`config.mk`:
```
export PLATFORM = sky130hd
export DESIGN_NAME = sov_offset_stop
export DESIGN_NICKNAME = d
export VERILOG_FILES = /design/src/common/sov_pkg.sv /design/src/design/sov_sync3.sv /design/src/design/sov_offset_stop.sv
export VERILOG_INCLUDE_DIRS = /design/src /design/src/common
export SDC_FILE = /design/constraint.sdc
export NUM_CORES = 2
export LEC_CHECK = 0
export BUFFER_PORTS_ARGS = -buffer_cell sky130_fd_sc_hd__buf_2
export CAP_MARGIN = 20
export CORE_UTILIZATION = 46
export DETAILED_ROUTE_END_ITERATION = 6
export PLACE_DENSITY = 0.62
export SYNTH_ARGS = -nofsm -noshare
export SYNTH_HDL_FRONTEND = slang
export SYNTH_SLANG_ARGS = --single-unit
```
`constraint.sdc`:
```
create_clock -name aclk -period 8.1 [get_ports aclk]
set_input_delay 0.405 -clock aclk [delete_from_list [all_inputs] [get_ports aclk]]
set_output_delay 0.405 -clock aclk [all_outputs]
set_load 0.02 [all_outputs]
```
`src/common/sov_defines.svh`:
```
// register map, reset values and timing constants of the offset-stop block
`ifndef SOV_DEFINES_SVH
`define SOV_DEFINES_SVH
`define SOV_ADDR_CTRL 8'h00
`define SOV_ADDR_RUN_VEL 8'h04
`define SOV_ADDR_OFS_VEL 8'h08
`define SOV_ADDR_OFS_DIST 8'h0C
`define SOV_ADDR_ACT_SEL 8'h10
`define SOV_ADDR_VEL_LIM 8'h14
`define SOV_ADDR_POS_LIM 8'h18
`define SOV_ADDR_DECEL 8'h1C
`define SOV_ADDR_STATUS 8'h20
`define SOV_ADDR_POSITION 8'h24
`define SOV_ADDR_LATCH 8'h28
`define SOV_CTRL_START_POS 0
`define SOV_CTRL_START_NEG 1
`define SOV_CTRL_STOP 2
`define SOV_CTRL_SAVE 3
`define SOV_OFS_VEL_MIN 24'h00_0001
`define SOV_OFS_VEL_DEF 24'h00_03E8
`define SOV_OFS_DIST_DEF 24'h00_0000
`define SOV_ACT_DEF 2'h2
`define SOV_ACT_HARD 2'h0
`define SOV_ACT_SOFT 2'h1
`define SOV_ACT_OFFSET 2'h2
`define SOV_RUN_VEL_DEF 24'h00_2710
`define SOV_VEL_LIM_DEF 24'h0F_4240
`define SOV_POS_LIM_DEF 24'hFF_FFFF
`define SOV_DECEL_DEF 24'h00_0064
`define SOV_MILLI_TO_MICRO 34'h0_0000_03E8
`define SOV_CLK_NS 10
`define SOV_TICK_NS 1000000
`define SOV_RESP_OKAY 2'h0
`define SOV_RESP_SLVERR 2'h2
`endif

```
`src/common/sov_pkg.sv`:
```
// shared types of the offset-stop motion block
package sov_pkg;
  // motion states, one-hot
  typedef enum logic [3:0] {
    SOV_IDLE = 4'h1,
    SOV_RUN = 4'h2,
    SOV_OFFS = 4'h4,
    SOV_SOFT = 4'h8
  } sov_state_t;
  // command toward the motor driver
  typedef struct packed {
    logic moving;
    logic dir_neg;
    logic [23:0] speed;
  } sov_motor_t;
endpackage : sov_pkg

```
`src/design/sov_sync3.sv`:
```
// three-stage synchroniser with agreement filter for a pin input
module sov_sync3 (
  input wire logic aclk,
  input wire logic aresetn,
  input wire logic d,
  output logic q
);
  logic ff1_r;
  logic ff2_r;
  logic ff3_r;
  // shift chain; ff1 feeds ff2 only
  always_ff @(posedge aclk) begin
    if (!aresetn) begin
      ff1_r <= 1'b0;
      ff2_r <= 1'b0;
      ff3_r <= 1'b0;
    end else begin
      ff1_r <= d;
      ff2_r <= ff1_r;
      ff3_r <= ff2_r;
    end
  end
  // accept a change once stages two and three agree
  always_ff @(posedge aclk) begin
    if (!aresetn) begin
      q <= 1'b0;
    end else if (ff2_r == ff3_r) begin
      q <= ff3_r;
    end
  end
endmodule : sov_sync3

```
`src/design/sov_offset_stop.sv`:
```
// continuous move controller with sensor offset stop and axi4-lite regs
// Operation
// - offset velocity accepted from 0.001 to limit
// - new offset velocity applies at once
// - saved value restored at power up
// - unsaved offset velocity defaults to 1.0
// - sensor in continuous move selects offset velocity
// - stop after offset distance travelled
// - offset stop in both directions
// - offset velocity reachable over command paths
// - offset distance accepted from 0 to limit
// - action 0 hard stop, 1 soft stop
// - distance measured from latched sensor position
`include "sov_defines.svh"
module sov_offset_stop #(
  parameter int TICK_CYCLES = `SOV_TICK_NS / `SOV_CLK_NS
) (
  input wire logic aclk,
  input wire logic aresetn,
  input wire logic nv_init_n,
  input wire logic sensor_in,
  input wire logic [7:0] s_axi_awaddr,
  input wire logic s_axi_awvalid,
  output logic s_axi_awready,
  input wire logic [31:0] s_axi_wdata,
  input wire logic [3:0] s_axi_wstrb,
  input wire logic s_axi_wvalid,
  output logic s_axi_wready,
  output logic [1:0] s_axi_bresp,
  output logic s_axi_bvalid,
  input wire logic s_axi_bready,
  input wire logic [7:0] s_axi_araddr,
  input wire logic s_axi_arvalid,
  output logic s_axi_arready,
  output logic [31:0] s_axi_rdata,
  output logic [1:0] s_axi_rresp,
  output logic s_axi_rvalid,
  input wire logic s_axi_rready,
  output sov_pkg::sov_motor_t motor_cmd
);
  sov_pkg::sov_state_t st_r;
  logic [23:0] ofs_vel_r, ofs_dist_r, run_vel_r, vel_lim_r, pos_lim_r;
  logic [23:0] decel_r, speed_r, nv_vel_r, nv_dist_r;
  logic [1:0] act_r, nv_act_r;
  logic nv_saved_r, dir_r, moving_r, sensed_r, sens_d_r, sens_q;
  logic start_pos_r, start_neg_r, stop_r, save_r;
  logic aw_got_r, w_got_r;
  logic [7:0] awaddr_r;
  logic [31:0] wdata_r, rd_val;
  logic [31:0] pos_r, latch_r, pos_nxt;
  logic [33:0] travel_r, dist_u;
  logic [31:0] tick_cnt_r;
  logic tick, sens_edge, wr_go, wr_ok, vel_ok, dist_ok;

  ////////////////////////////////////////////////////////////////////////
  // sensor pin conditioning
  sov_sync3 u_sync (
    .aclk(aclk),
    .aresetn(aresetn),
    .d(sensor_in),
    .q(sens_q)
  );
  always_ff @(posedge aclk) begin
    if (!aresetn) begin
      sens_d_r <= 1'b0;
    end else begin
      sens_d_r <= sens_q;
    end
  end
  assign sens_edge = sens_q & ~sens_d_r;

  ////////////////////////////////////////////////////////////////////////
  // write channel: address and data taken in either order
  assign wr_go = aw_got_r && w_got_r && !s_axi_bvalid;
  assign vel_ok = (wdata_r[31:24] == 8'h00) &&
                  (wdata_r[23:0] >= `SOV_OFS_VEL_MIN) &&
                  (wdata_r[23:0] <= vel_lim_r);
  assign dist_ok = (wdata_r[31:24] == 8'h00) &&
                   (wdata_r[23:0] <= pos_lim_r);
  always_comb begin
    wr_ok = 1'b1;
    unique case (awaddr_r)
      `SOV_ADDR_CTRL, `SOV_ADDR_RUN_VEL, `SOV_ADDR_ACT_SEL,
      `SOV_ADDR_VEL_LIM, `SOV_ADDR_POS_LIM, `SOV_ADDR_DECEL: wr_ok = 1'b1;
      `SOV_ADDR_OFS_VEL: wr_ok = vel_ok;
      `SOV_ADDR_OFS_DIST: wr_ok = dist_ok;
      default: wr_ok = 1'b0;
    endcase
  end
  always_ff @(posedge aclk) begin
    if (!aresetn) begin
      s_axi_awready <= 1'b1;
      s_axi_wready <= 1'b1;
      aw_got_r <= 1'b0;
      w_got_r <= 1'b0;
      awaddr_r <= 8'h00;
      wdata_r <= 32'h0000_0000;
      s_axi_bvalid <= 1'b0;
      s_axi_bresp <= `SOV_RESP_OKAY;
    end else begin
      if (s_axi_awvalid && s_axi_awready) begin
        awaddr_r <= s_axi_awaddr;
        aw_got_r <= 1'b1;
        s_axi_awready <= 1'b0;
      end
      if (s_axi_wvalid && s_axi_wready) begin
        wdata_r <= s_axi_wdata;
        w_got_r <= 1'b1;
        s_axi_wready <= 1'b0;
      end
      if (wr_go) begin
        s_axi_bvalid <= 1'b1;
        s_axi_bresp <= wr_ok ? `SOV_RESP_OKAY : `SOV_RESP_SLVERR;
        aw_got_r <= 1'b0;
        w_got_r <= 1'b0;
      end
      if (s_axi_bvalid && s_axi_bready) begin
        s_axi_bvalid <= 1'b0;
        s_axi_awready <= 1'b1;
        s_axi_wready <= 1'b1;
      end
    end
  end

  ////////////////////////////////////////////////////////////////////////
  // parameter registers; reset models power up from the saved store
  always_ff @(posedge aclk) begin
    if (!aresetn) begin
      ofs_vel_r <= nv_saved_r ? nv_vel_r : `SOV_OFS_VEL_DEF;
      ofs_dist_r <= nv_saved_r ? nv_dist_r : `SOV_OFS_DIST_DEF;
      act_r <= nv_saved_r ? nv_act_r : `SOV_ACT_DEF;
      run_vel_r <= `SOV_RUN_VEL_DEF;
      vel_lim_r <= `SOV_VEL_LIM_DEF;
      pos_lim_r <= `SOV_POS_LIM_DEF;
      decel_r <= `SOV_DECEL_DEF;
    end else if (wr_go && wr_ok && s_axi_wstrb != 4'h0) begin
      unique case (awaddr_r)
        `SOV_ADDR_OFS_VEL: ofs_vel_r <= wdata_r[23:0];
        `SOV_ADDR_OFS_DIST: ofs_dist_r <= wdata_r[23:0];
        `SOV_ADDR_ACT_SEL: act_r <= wdata_r[1:0];
        `SOV_ADDR_RUN_VEL: run_vel_r <= wdata_r[23:0];
        `SOV_ADDR_VEL_LIM: vel_lim_r <= wdata_r[23:0];
        `SOV_ADDR_POS_LIM: pos_lim_r <= wdata_r[23:0];
        `SOV_ADDR_DECEL: decel_r <= wdata_r[23:0];
        default: ;
      endcase
    end
  end
  // one-cycle command pulses from the control word
  always_ff @(posedge aclk) begin
    if (!aresetn) begin
      start_pos_r <= 1'b0;
      start_neg_r <= 1'b0;
      stop_r <= 1'b0;
      save_r <= 1'b0;
    end else begin
      start_pos_r <= wr_go && awaddr_r == `SOV_ADDR_CTRL &&
                     wdata_r[`SOV_CTRL_START_POS];
      start_neg_r <= wr_go && awaddr_r == `SOV_ADDR_CTRL &&
                     wdata_r[`SOV_CTRL_START_NEG];
      stop_r <= wr_go && awaddr_r == `SOV_ADDR_CTRL &&
                wdata_r[`SOV_CTRL_STOP];
      save_r <= wr_go && awaddr_r == `SOV_ADDR_CTRL &&
                wdata_r[`SOV_CTRL_SAVE];
    end
  end
  // saved store: survives aresetn, erased only by nv_init_n
  always_ff @(posedge aclk) begin
    if (!nv_init_n) begin
      nv_saved_r <= 1'b0;
      nv_vel_r <= `SOV_OFS_VEL_DEF;
      nv_dist_r <= `SOV_OFS_DIST_DEF;
      nv_act_r <= `SOV_ACT_DEF;
    end else if (save_r) begin
      nv_saved_r <= 1'b1;
      nv_vel_r <= ofs_vel_r;
      nv_dist_r <= ofs_dist_r;
      nv_act_r <= act_r;
    end
  end

  ////////////////////////////////////////////////////////////////////////
  // read channel
  always_comb begin
    rd_val = 32'h0000_0000;
    unique case (s_axi_araddr)
      `SOV_ADDR_RUN_VEL: rd_val = {8'h00, run_vel_r};
      `SOV_ADDR_OFS_VEL: rd_val = {8'h00, ofs_vel_r};
      `SOV_ADDR_OFS_DIST: rd_val = {8'h00, ofs_dist_r};
      `SOV_ADDR_ACT_SEL: rd_val = {30'h0000_0000, act_r};
      `SOV_ADDR_VEL_LIM: rd_val = {8'h00, vel_lim_r};
      `SOV_ADDR_POS_LIM: rd_val = {8'h00, pos_lim_r};
      `SOV_ADDR_DECEL: rd_val = {8'h00, decel_r};
      `SOV_ADDR_STATUS: rd_val = {24'h00_0000, nv_saved_r, sensed_r,
                                  dir_r, 1'b0, st_r};
      `SOV_ADDR_POSITION: rd_val = pos_r;
      `SOV_ADDR_LATCH: rd_val = latch_r;
      default: rd_val = 32'h0000_0000;
    endcase
  end
  always_ff @(posedge aclk) begin
    if (!aresetn) begin
      s_axi_arready <= 1'b1;
      s_axi_rvalid <= 1'b0;
      s_axi_rdata <= 32'h0000_0000;
      s_axi_rresp <= `SOV_RESP_OKAY;
    end else if (s_axi_arvalid && s_axi_arready) begin
      s_axi_arready <= 1'b0;
      s_axi_rvalid <= 1'b1;
      s_axi_rdata <= rd_val;
      s_axi_rresp <= (s_axi_araddr > `SOV_ADDR_LATCH ||
                      s_axi_araddr == `SOV_ADDR_CTRL ||
                      s_axi_araddr[1:0] != 2'h0) ?
                     `SOV_RESP_SLVERR : `SOV_RESP_OKAY;
    end else if (s_axi_rvalid && s_axi_rready) begin
      s_axi_rvalid <= 1'b0;
      s_axi_arready <= 1'b1;
    end
  end

  ////////////////////////////////////////////////////////////////////////
  // motion tick, one per millisecond
  assign tick = (tick_cnt_r == 32'(TICK_CYCLES - 1));
  always_ff @(posedge aclk) begin
    if (!aresetn || tick) begin
      tick_cnt_r <= 32'h0000_0000;
    end else begin
      tick_cnt_r <= tick_cnt_r + 32'h0000_0001;
    end
  end
  assign dist_u = 34'(ofs_dist_r) * `SOV_MILLI_TO_MICRO;

  // move sequencer
  always_ff @(posedge aclk) begin
    if (!aresetn) begin
      st_r <= sov_pkg::SOV_IDLE;
      speed_r <= 24'h00_0000;
      dir_r <= 1'b0;
      moving_r <= 1'b0;
      sensed_r <= 1'b0;
      latch_r <= 32'h0000_0000;
      travel_r <= 34'h0_0000_0000;
    end else begin
      unique case (st_r)
        sov_pkg::SOV_IDLE: begin
          if (start_pos_r || start_neg_r) begin
            st_r <= sov_pkg::SOV_RUN;
            dir_r <= start_neg_r;
            speed_r <= run_vel_r;
            moving_r <= 1'b1;
            sensed_r <= 1'b0;
          end
        end
        sov_pkg::SOV_RUN: begin
          if (sens_edge && !sensed_r) begin
            sensed_r <= 1'b1;
            if (act_r == `SOV_ACT_HARD) begin
              st_r <= sov_pkg::SOV_IDLE;
              speed_r <= 24'h00_0000;
              moving_r <= 1'b0;
            end else if (act_r == `SOV_ACT_SOFT) begin
              st_r <= sov_pkg::SOV_SOFT;
            end else begin
              st_r <= sov_pkg::SOV_OFFS;
              speed_r <= ofs_vel_r;
              latch_r <= pos_nxt;
              travel_r <= 34'h0_0000_0000;
            end
          end else if (stop_r) begin
            st_r <= sov_pkg::SOV_SOFT;
          end
        end
        sov_pkg::SOV_OFFS: begin
          speed_r <= ofs_vel_r;
          if (stop_r) begin
            st_r <= sov_pkg::SOV_SOFT;
          end else if (tick) begin
            if (travel_r + 34'(speed_r) >= dist_u) begin
              st_r <= sov_pkg::SOV_IDLE;
              speed_r <= 24'h00_0000;
              moving_r <= 1'b0;
            end else begin
              travel_r <= travel_r + 34'(speed_r);
            end
          end
        end
        sov_pkg::SOV_SOFT: begin
          if (tick) begin
            if (speed_r <= decel_r) begin
              st_r <= sov_pkg::SOV_IDLE;
              speed_r <= 24'h00_0000;
              moving_r <= 1'b0;
            end else begin
              speed_r <= speed_r - decel_r;
            end
          end
        end
        default: st_r <= sov_pkg::SOV_IDLE;
      endcase
    end
  end
  // position in micro user units, both directions; latch sees same value
  always_comb begin
    pos_nxt = pos_r;
    if (tick && moving_r) begin
      pos_nxt = dir_r ? pos_r - 32'(speed_r) : pos_r + 32'(speed_r);
    end
  end
  always_ff @(posedge aclk) begin
    if (!aresetn) begin
      pos_r <= 32'h0000_0000;
    end else begin
      pos_r <= pos_nxt;
    end
  end
  assign motor_cmd = {moving_r, dir_r, speed_r};
endmodule : sov_offset_stop

```
# Yosys cells after proc, flatten, opt, wreduce, memory -nomap -nowiden
# Index checks and enable logic that the tools add are counted.
dict set report classes {
  n_addsub 5
  mul 1
  order_cmp 6
  n_eq_ne 43
  muxes 62
  n_bitwise 5
  n_reduce_logical 53
}
# op count
set op_table {}
lappend op_table {{24-bit 2-to-1 mux} 17}
lappend op_table {{32-bit one-hot mux with 10 select lines} 1}
lappend op_table {{34-bit 2-to-1 mux} 6}
lappend op_table {{24-bit one-hot mux with 4 select lines} 1}
lappend op_table {{24-bit less-or-equal comparator} 3}
lappend op_table {{34-bit one-hot mux with 2 select lines} 1}
lappend op_table {{8-bit by 5-bit == test with 1-bit output (second input constant)} 8}
lappend op_table {{32-bit 2-to-1 mux} 2}
lappend op_table {{4-bit 2-to-1 mux} 10}
lappend op_table {{34-bit by 24-bit adder with 34-bit output} 1}
lappend op_table {{34-bit greater-or-equal comparator} 1}
lappend op_table {{32-bit by 1-bit adder with 32-bit output (second input constant)} 1}
lappend op_table {{32-bit by 24-bit adder with 32-bit output} 1}
lappend op_table {{32-bit by 17-bit == test with 1-bit output (second input constant)} 1}
lappend op_table {{8-bit by 4-bit == test with 1-bit output (second input constant)} 4}
lappend op_table {{32-bit by 24-bit subtractor with 32-bit output} 1}
lappend op_table {{24-bit by 7-bit multiplier with 31-bit output (second input constant)} 1}
lappend op_table {{8-bit by 6-bit == test with 1-bit output (second input constant)} 3}
lappend op_table {{24-bit by 1-bit greater-or-equal comparator with 1-bit output (second input constant)} 1}
lappend op_table {{8-bit zero test} 3}
lappend op_table {{24-bit subtractor} 1}
lappend op_table {{2-bit inequality test (second input constant)} 11}
lappend op_table {{1-bit logical AND} 19}
lappend op_table {{8-bit by 3-bit == test with 1-bit output (second input constant)} 2}
lappend op_table {{other kinds (31)} 75}
dict set report word_totals {
  register_bits 450
  input_bits 61
  output_inout_bits 67
  wordCells 216
}

# Longest topological paths before layout
dict set report logic_depth {
  ltp_word 8
  mapped_depth 30
  depth_no_buf 28
}

# Modules after synthesis
# Synthesis repeated with hierarchy kept, for this count alone.
dict set report hier_totals {
  hier_cells 3383
  hier_area_um2 28701.3
}
# module n_inst cells_each area_each_um2 seq_area_each_um2
set modules_own_cells {}
lappend modules_own_cells {sov_offset_stop 1 3373 28584.9 9389.0}
lappend modules_own_cells {sov_sync3 1 10 116.4 80.1}

# Worst setup path before layout
# Ideal clock, no wire load.
dict set report synth_timing {
  path_kind {register to register}
  startpoint {register ofs_dist_r[2]}
  endpoint {register moving_r}
  setup_ps 129
  arrival_time_ps 6684
  t_required_ps 7971
  setup_slack_ps 1287
  stages_incl_launch_ff 27
  n_path_buf 2
  synth_period_minus_slack_ps 6813
  path_cell_list {edfxtp_1 -> inv_1 -> fa_1 -> fa_1 -> fa_1 -> inv_1 -> fa_1 -> ha_1 -> a21oi_1 -> o21ai_1 -> o311ai_1 -> a21oi_1 -> o41ai_2 -> a41oi_1 -> nor4_1 -> o21a_1 -> nor3_1 -> ha_1 -> nand4_1 -> o221ai_1 -> or3_1 -> nor3_2 -> or3_1 -> buf_4 -> buf_6 -> a2111oi_0 -> o2bb2ai_1}
}
dict set report synth_via {
  elab_chain_len 4
}
# item line_no
set synth_rtl {}
lappend synth_rtl {{start: declaration} sov_offset_stop.sv:42} ;# logic [23:0] ofs_vel_r, ofs_dist_r, run_vel_r, vel_lim_r, pos_lim_r;
lappend synth_rtl {{start signal: assignment} sov_offset_stop.sv:130} ;# ofs_dist_r <= nv_saved_r ? nv_dist_r : `SOV_OFS_DIST_DEF;
lappend synth_rtl {{start signal: assignment} sov_offset_stop.sv:139} ;# `SOV_ADDR_OFS_DIST: ofs_dist_r <= wdata_r[23:0];
lappend synth_rtl {{24-bit by 7-bit multiplier with 31-bit output (no source line)} -}
lappend synth_rtl {{34-bit greater-or-equal comparator} sov_offset_stop.sv:278} ;# if (travel_r + 34'(speed_r) >= dist_u) begin
lappend synth_rtl {{2-bit inequality test (no source line)} -}
lappend synth_rtl {{9-bit AND reduction (no source line)} -}
lappend synth_rtl {{end signal: assignment} sov_offset_stop.sv:260} ;# moving_r <= 1'b0;
lappend synth_rtl {{end signal: assignment} sov_offset_stop.sv:281} ;# moving_r <= 1'b0;
lappend synth_rtl {{end signal: assignment} sov_offset_stop.sv:292} ;# moving_r <= 1'b0;
lappend synth_rtl {{end: declaration} sov_offset_stop.sv:45} ;# logic nv_saved_r, dir_r, moving_r, sensed_r, sens_d_r, sens_q;
# Every way passes these cells.
# A chain may end at the register's enable or synchronous reset.

# Final worst setup path
dict set report layout_timing {
  startpoint {register ofs_dist_r[17]}
  endpoint {register speed_r[15]}
}
dict set report layout_via {
  elab_chain_len 6
}
# item line_no
set layout_rtl {}
lappend layout_rtl {{24-bit by 7-bit multiplier with 31-bit output (no source line)} -}
lappend layout_rtl {{34-bit greater-or-equal comparator} sov_offset_stop.sv:278}
lappend layout_rtl {{24-bit 2-to-1 mux} sov_offset_stop.sv:278}
lappend layout_rtl {{24-bit 2-to-1 mux} sov_offset_stop.sv:277} ;# end else if (tick) begin
lappend layout_rtl {{24-bit 2-to-1 mux} sov_offset_stop.sv:275} ;# if (stop_r) begin
lappend layout_rtl {{24-bit one-hot mux with 4 select lines} sov_offset_stop.sv:244} ;# unique case (st_r)
lappend layout_rtl {{end signal: assignment} sov_offset_stop.sv:249} ;# speed_r <= run_vel_r;
lappend layout_rtl {{end signal: assignment} sov_offset_stop.sv:274} ;# speed_r <= ofs_vel_r;
lappend layout_rtl {{end signal: assignment} sov_offset_stop.sv:294} ;# speed_r <= speed_r - decel_r;
lappend layout_rtl {{end: declaration} sov_offset_stop.sv:43} ;# logic [23:0] decel_r, speed_r, nv_vel_r, nv_dist_r;
# Every way passes these cells.

==> Flow_metrics.wiki <==
{| class="wikitable"
! Metric !! Value
|-
| Primary flip-flop cell chosen by synthesis mapping || dfxtp_1
|-
| P&R area growth vs syn || 12.1%
|-
| Fin. max-slew vios || 0
|-
| Static Leakage || 13.4 nW
|-
| Worst hold slack || 0.0130 ns
|-
| Width of the die || 252 um
|-
| Detailed-routing iteration count for the pre-antenna-repair pass || 7
|-
| Placement Cell Area || 30100 um^2
|-
| Initial antenna violation count || 1
|-
| Number of distinct library cells after synthesis || 86
|-
| Port Buffer Count || 125
|-
| Yosys warning count || 0
|-
| Clock latency on the worst-skew pair || 0.64 ns
|-
| Area share of the largest cell type after synthesis || 27.7%
|-
| Portion of the post-synthesis area used by sequential elements || 32.9%
|-
| Pwr Total || 8.80 mW
|-
| Worst Setup Path Type || register to register
|-
| Number of vias per cell || 6.06
|-
| Run status || finished, violations left
|-
| Clock-pin slew of the registers on the worst-case setup and hold paths || 0.06 ns
|-
| Class of the most critical hold timing path || primary input to register
|-
| Peak supply drop || 0.177 mV
|-
| Initial core utilization || 46.6%
|-
| Pre-CTS setup slack || 0.307 ns
|-
| Worst Setup Slack, final || 0.465 ns
|-
| Layout Skew || 0.0501 ns
|-
| CTS tree || built
|-
| Biggest area contributors in the synthesized netlist || dfxtp_1, ha_1, fa_1, edfxtp_1, nand2_1
|-
| Core ar. || 61800 um^2
|-
| Count of cells along the worst register-to-register path || 27
|-
| Leading area contributor after synthesis || dfxtp_1
|-
| Highest achievable clock rate || 131 MHz
|-
| Placement Rows || 91
|-
| Total clock buffers created by CTS || 52
|-
| Layout cell share with drive strength beyond 1 || 8.83%
|-
| Failing checks || DRC
|-
| Clock period minus final worst setup slack || 7.63 ns
|-
| Headroom to the max-slew limit || 20.4%
|-
| Buffer depth of the longest clock path || 3
|-
| Number of DRC violations after detailed routing || 10
|-
| Final worst-path cycle share || 94.3%
|-
| Worst setup slack for register-to-register paths || 0.47 ns
|-
| Most common cell after layout, fill and taps aside || nand2_1
|-
| Buffer type at the clock tree root || clkbuf_16
|-
| Num ports || 128
|-
| Num Clock Sinks || 448
|-
| GRT Overall Usage || 31.9%
|-
| Height of the chip || 252 um
|-
| Final net count || 3813
|-
| Syn_area_per_cell || 8.55 um^2
|-
| Ratio of total power to cell area || 273 nW/um^2
|-
| RSZ-0062 raised after global routing || no
|-
| Number of max-cap violations || 0
|-
| Crit-path slowest cell || edfxtp_1
|-
| Crit. End Element || register
|-
| H-tree levels || 2
|-
| Final cell area excluding filler cells || 32300 um^2
|-
| Wire length of the first global-routing pass || 155 mm
|-
| Pin count of the biggest net entering global routing || 86
|-
| Placer Congestion || 1.03
|-
| Crit path launch type || register
|-
| Vias after detailed routing || 26100
|-
| Post-synthesis instance area || 28800 um^2
|-
| Proportion of register bits with asynchronous set or reset after synthesis || 0%
|-
| Final TNS setup || 0 ns
|-
| Most used cells in the layout excluding fill and tap cells || nand2_1, dfxtp_1, a21oi_1
|-
| GRT Residual Overflow || 0
|-
| Instance count along the most critical hold path || 3
|-
| Residual antenna-violating net count after detailed routing || 0
|-
| Dpl cells || 4195
|-
| Maximum cell stage delay along the critical path || 0.54 ns
|-
| Number of setup violations in the final report || 0
|-
| Actual slew at the worst max-slew pin || 1.18 ns
|-
| Hpwl dp || 75.9 mm
|-
| Area enclosed by the die boundary || 63600 um^2
|-
| Iter 0 DRT Violations || 3011
|-
| Gate count after technology mapping || 3368
|-
| Number of flops mapped to enable cells by yosys || 50
|-
| Post-synthesis register bit count || 448
|-
| WL final || 102 mm
|-
| Final design utilization || 52.2%
|-
| Largest driver fanout on the critical path || 9
|-
| Final Hold Fails || 0
|-
| Data arrival time of the critical path || 8.11 ns
|-
| Vias in the first global route || 25300
|-
| Number of cells in the finished layout apart from fillers || 4317
|-
| Wire length per cell || 23.7 um
|-
| CP Data Required Time || 8.57 ns
|}
[power breakdown]
| group | total (mW) | internal (mW) | switching, mW |
|---|---|---|---|
| sequential | 2.60 | 2.34 | 0.262 |
| combinational | 3.65 | 1.47 | 2.18 |
| clock | 2.55 | 1.52 | 1.03 |
| total | 8.80 | 5.33 | 3.47 |
[what timing repair did]
action	4_1_cts	5_1_grt
resized for setup	0	3
endpoints found under the hold margin	15	0
setup endpoints to repair	0	30
hold buffers	15	0
buffers inserted	0	3
[worst paths after layout]
path	start	to
setup / recovery	ofs_dist_r[17]	speed_r[15]
hold / removal	s_axi_wdata[14]	wdata_r[14]
setup reg to reg	ofs_dist_r[17]	speed_r[15]
hold reg to reg	u_sync.ff1_r	u_sync.ff2_r
[sequential cells by signal (all words and copies together), names as in the netlist, 32 cells and up]
| register | flops |
|---|---|
| wdata_r | 32 |
| s_axi_rdata | 32 |
| pos_r | 32 |
| tick_cnt_r | 32 |
| latch_r | 32 |
| travel_r | 34 |
[cell usage after synthesis (7+ instances only)]
cell	number
a2111oi_0	7
a2111oi_1	11
a211oi_1	25
a21o_1	75
a21oi_1	295
a221oi_1	54
a222oi_1	17
a22o_1	83
a22oi_1	13
a31o_2	9
a31oi_1	44
and2_1	33
and3_1	17
and4_1	8
buf_1	11
buf_2	17
buf_4	8
clkbuf_1	133
clkbuf_2	10
dfxtp_1	398
edfxtp_1	50
fa_1	88
ha_1	230
inv_1	248
mux2i_1	62
nand2_1	400
nand2b_1	22
nand3_1	58
nand3b_1	12
nand4_1	29
nor2_1	273
nor2b_1	64
nor3_1	44
nor3b_1	12
nor4_1	26
o2111ai_1	10
o211ai_1	60
o21a_1	22
o21ai_0	106
o21bai_1	16
o31ai_1	12
or3_1	20
xnor2_1	90
xor2_1	56
[kinds of logic after synthesis]
| kind of cell | after synthesis | share of synthesized area (%) |
|---|---|---|
| other | 1 | 0.0130 |
| adder cells (fa/ha/maj) | 318 | 16.1 |
| XOR/XNOR | 146 | 4.44 |
| flip-flops | 448 | 32.9 |
| buffers and inverters | 429 | 5.87 |
| AO/OA/AOI/OAI | 924 | 21.8 |
| multiplexers | 63 | 2.19 |
| AND/OR/NAND/NOR | 1039 | 16.7 |
[worst max-delay path: cells and delay by family (launching register included)]
kind | cells | cell delay [ns]
xor gates and xnor gates | 1 | 0.23
AOI/OAI and AO/OA | 12 | 2.71
adders and majority gates | 6 | 2.58
buffers and inverters | 5 | 0.59
and+or+nand+nor | 3 | 0.85
DFF | 1 | 0.54
[final cells by class]
type / count / area [um^2]
Multi-Input combinational cell: 2492 / 17700
Sequential cell: 448 / 9470
Fill cell: 5804 / 29600
Timing Repair Buffer: 192 / 1240
Tap cell: 837 / 1050
Clock buffer: 73 / 1520
Antenna cell: 2 / 5.00
Clock inverter: 25 / 343
Inverter: 248 / 936
[per-layer routing]
layer / GRT usage (%) / vias up / wire length (um)
met5: 0 / - / 0
met4: 15.2 / 0 / 5150
met3: 5.93 / 232 / 9400
met2: 48.8 / 1138 / 44300
met1: 43.2 / 12600 / 43400
li1: - / 12100 / -
Power figures use the tool's default switching activity.
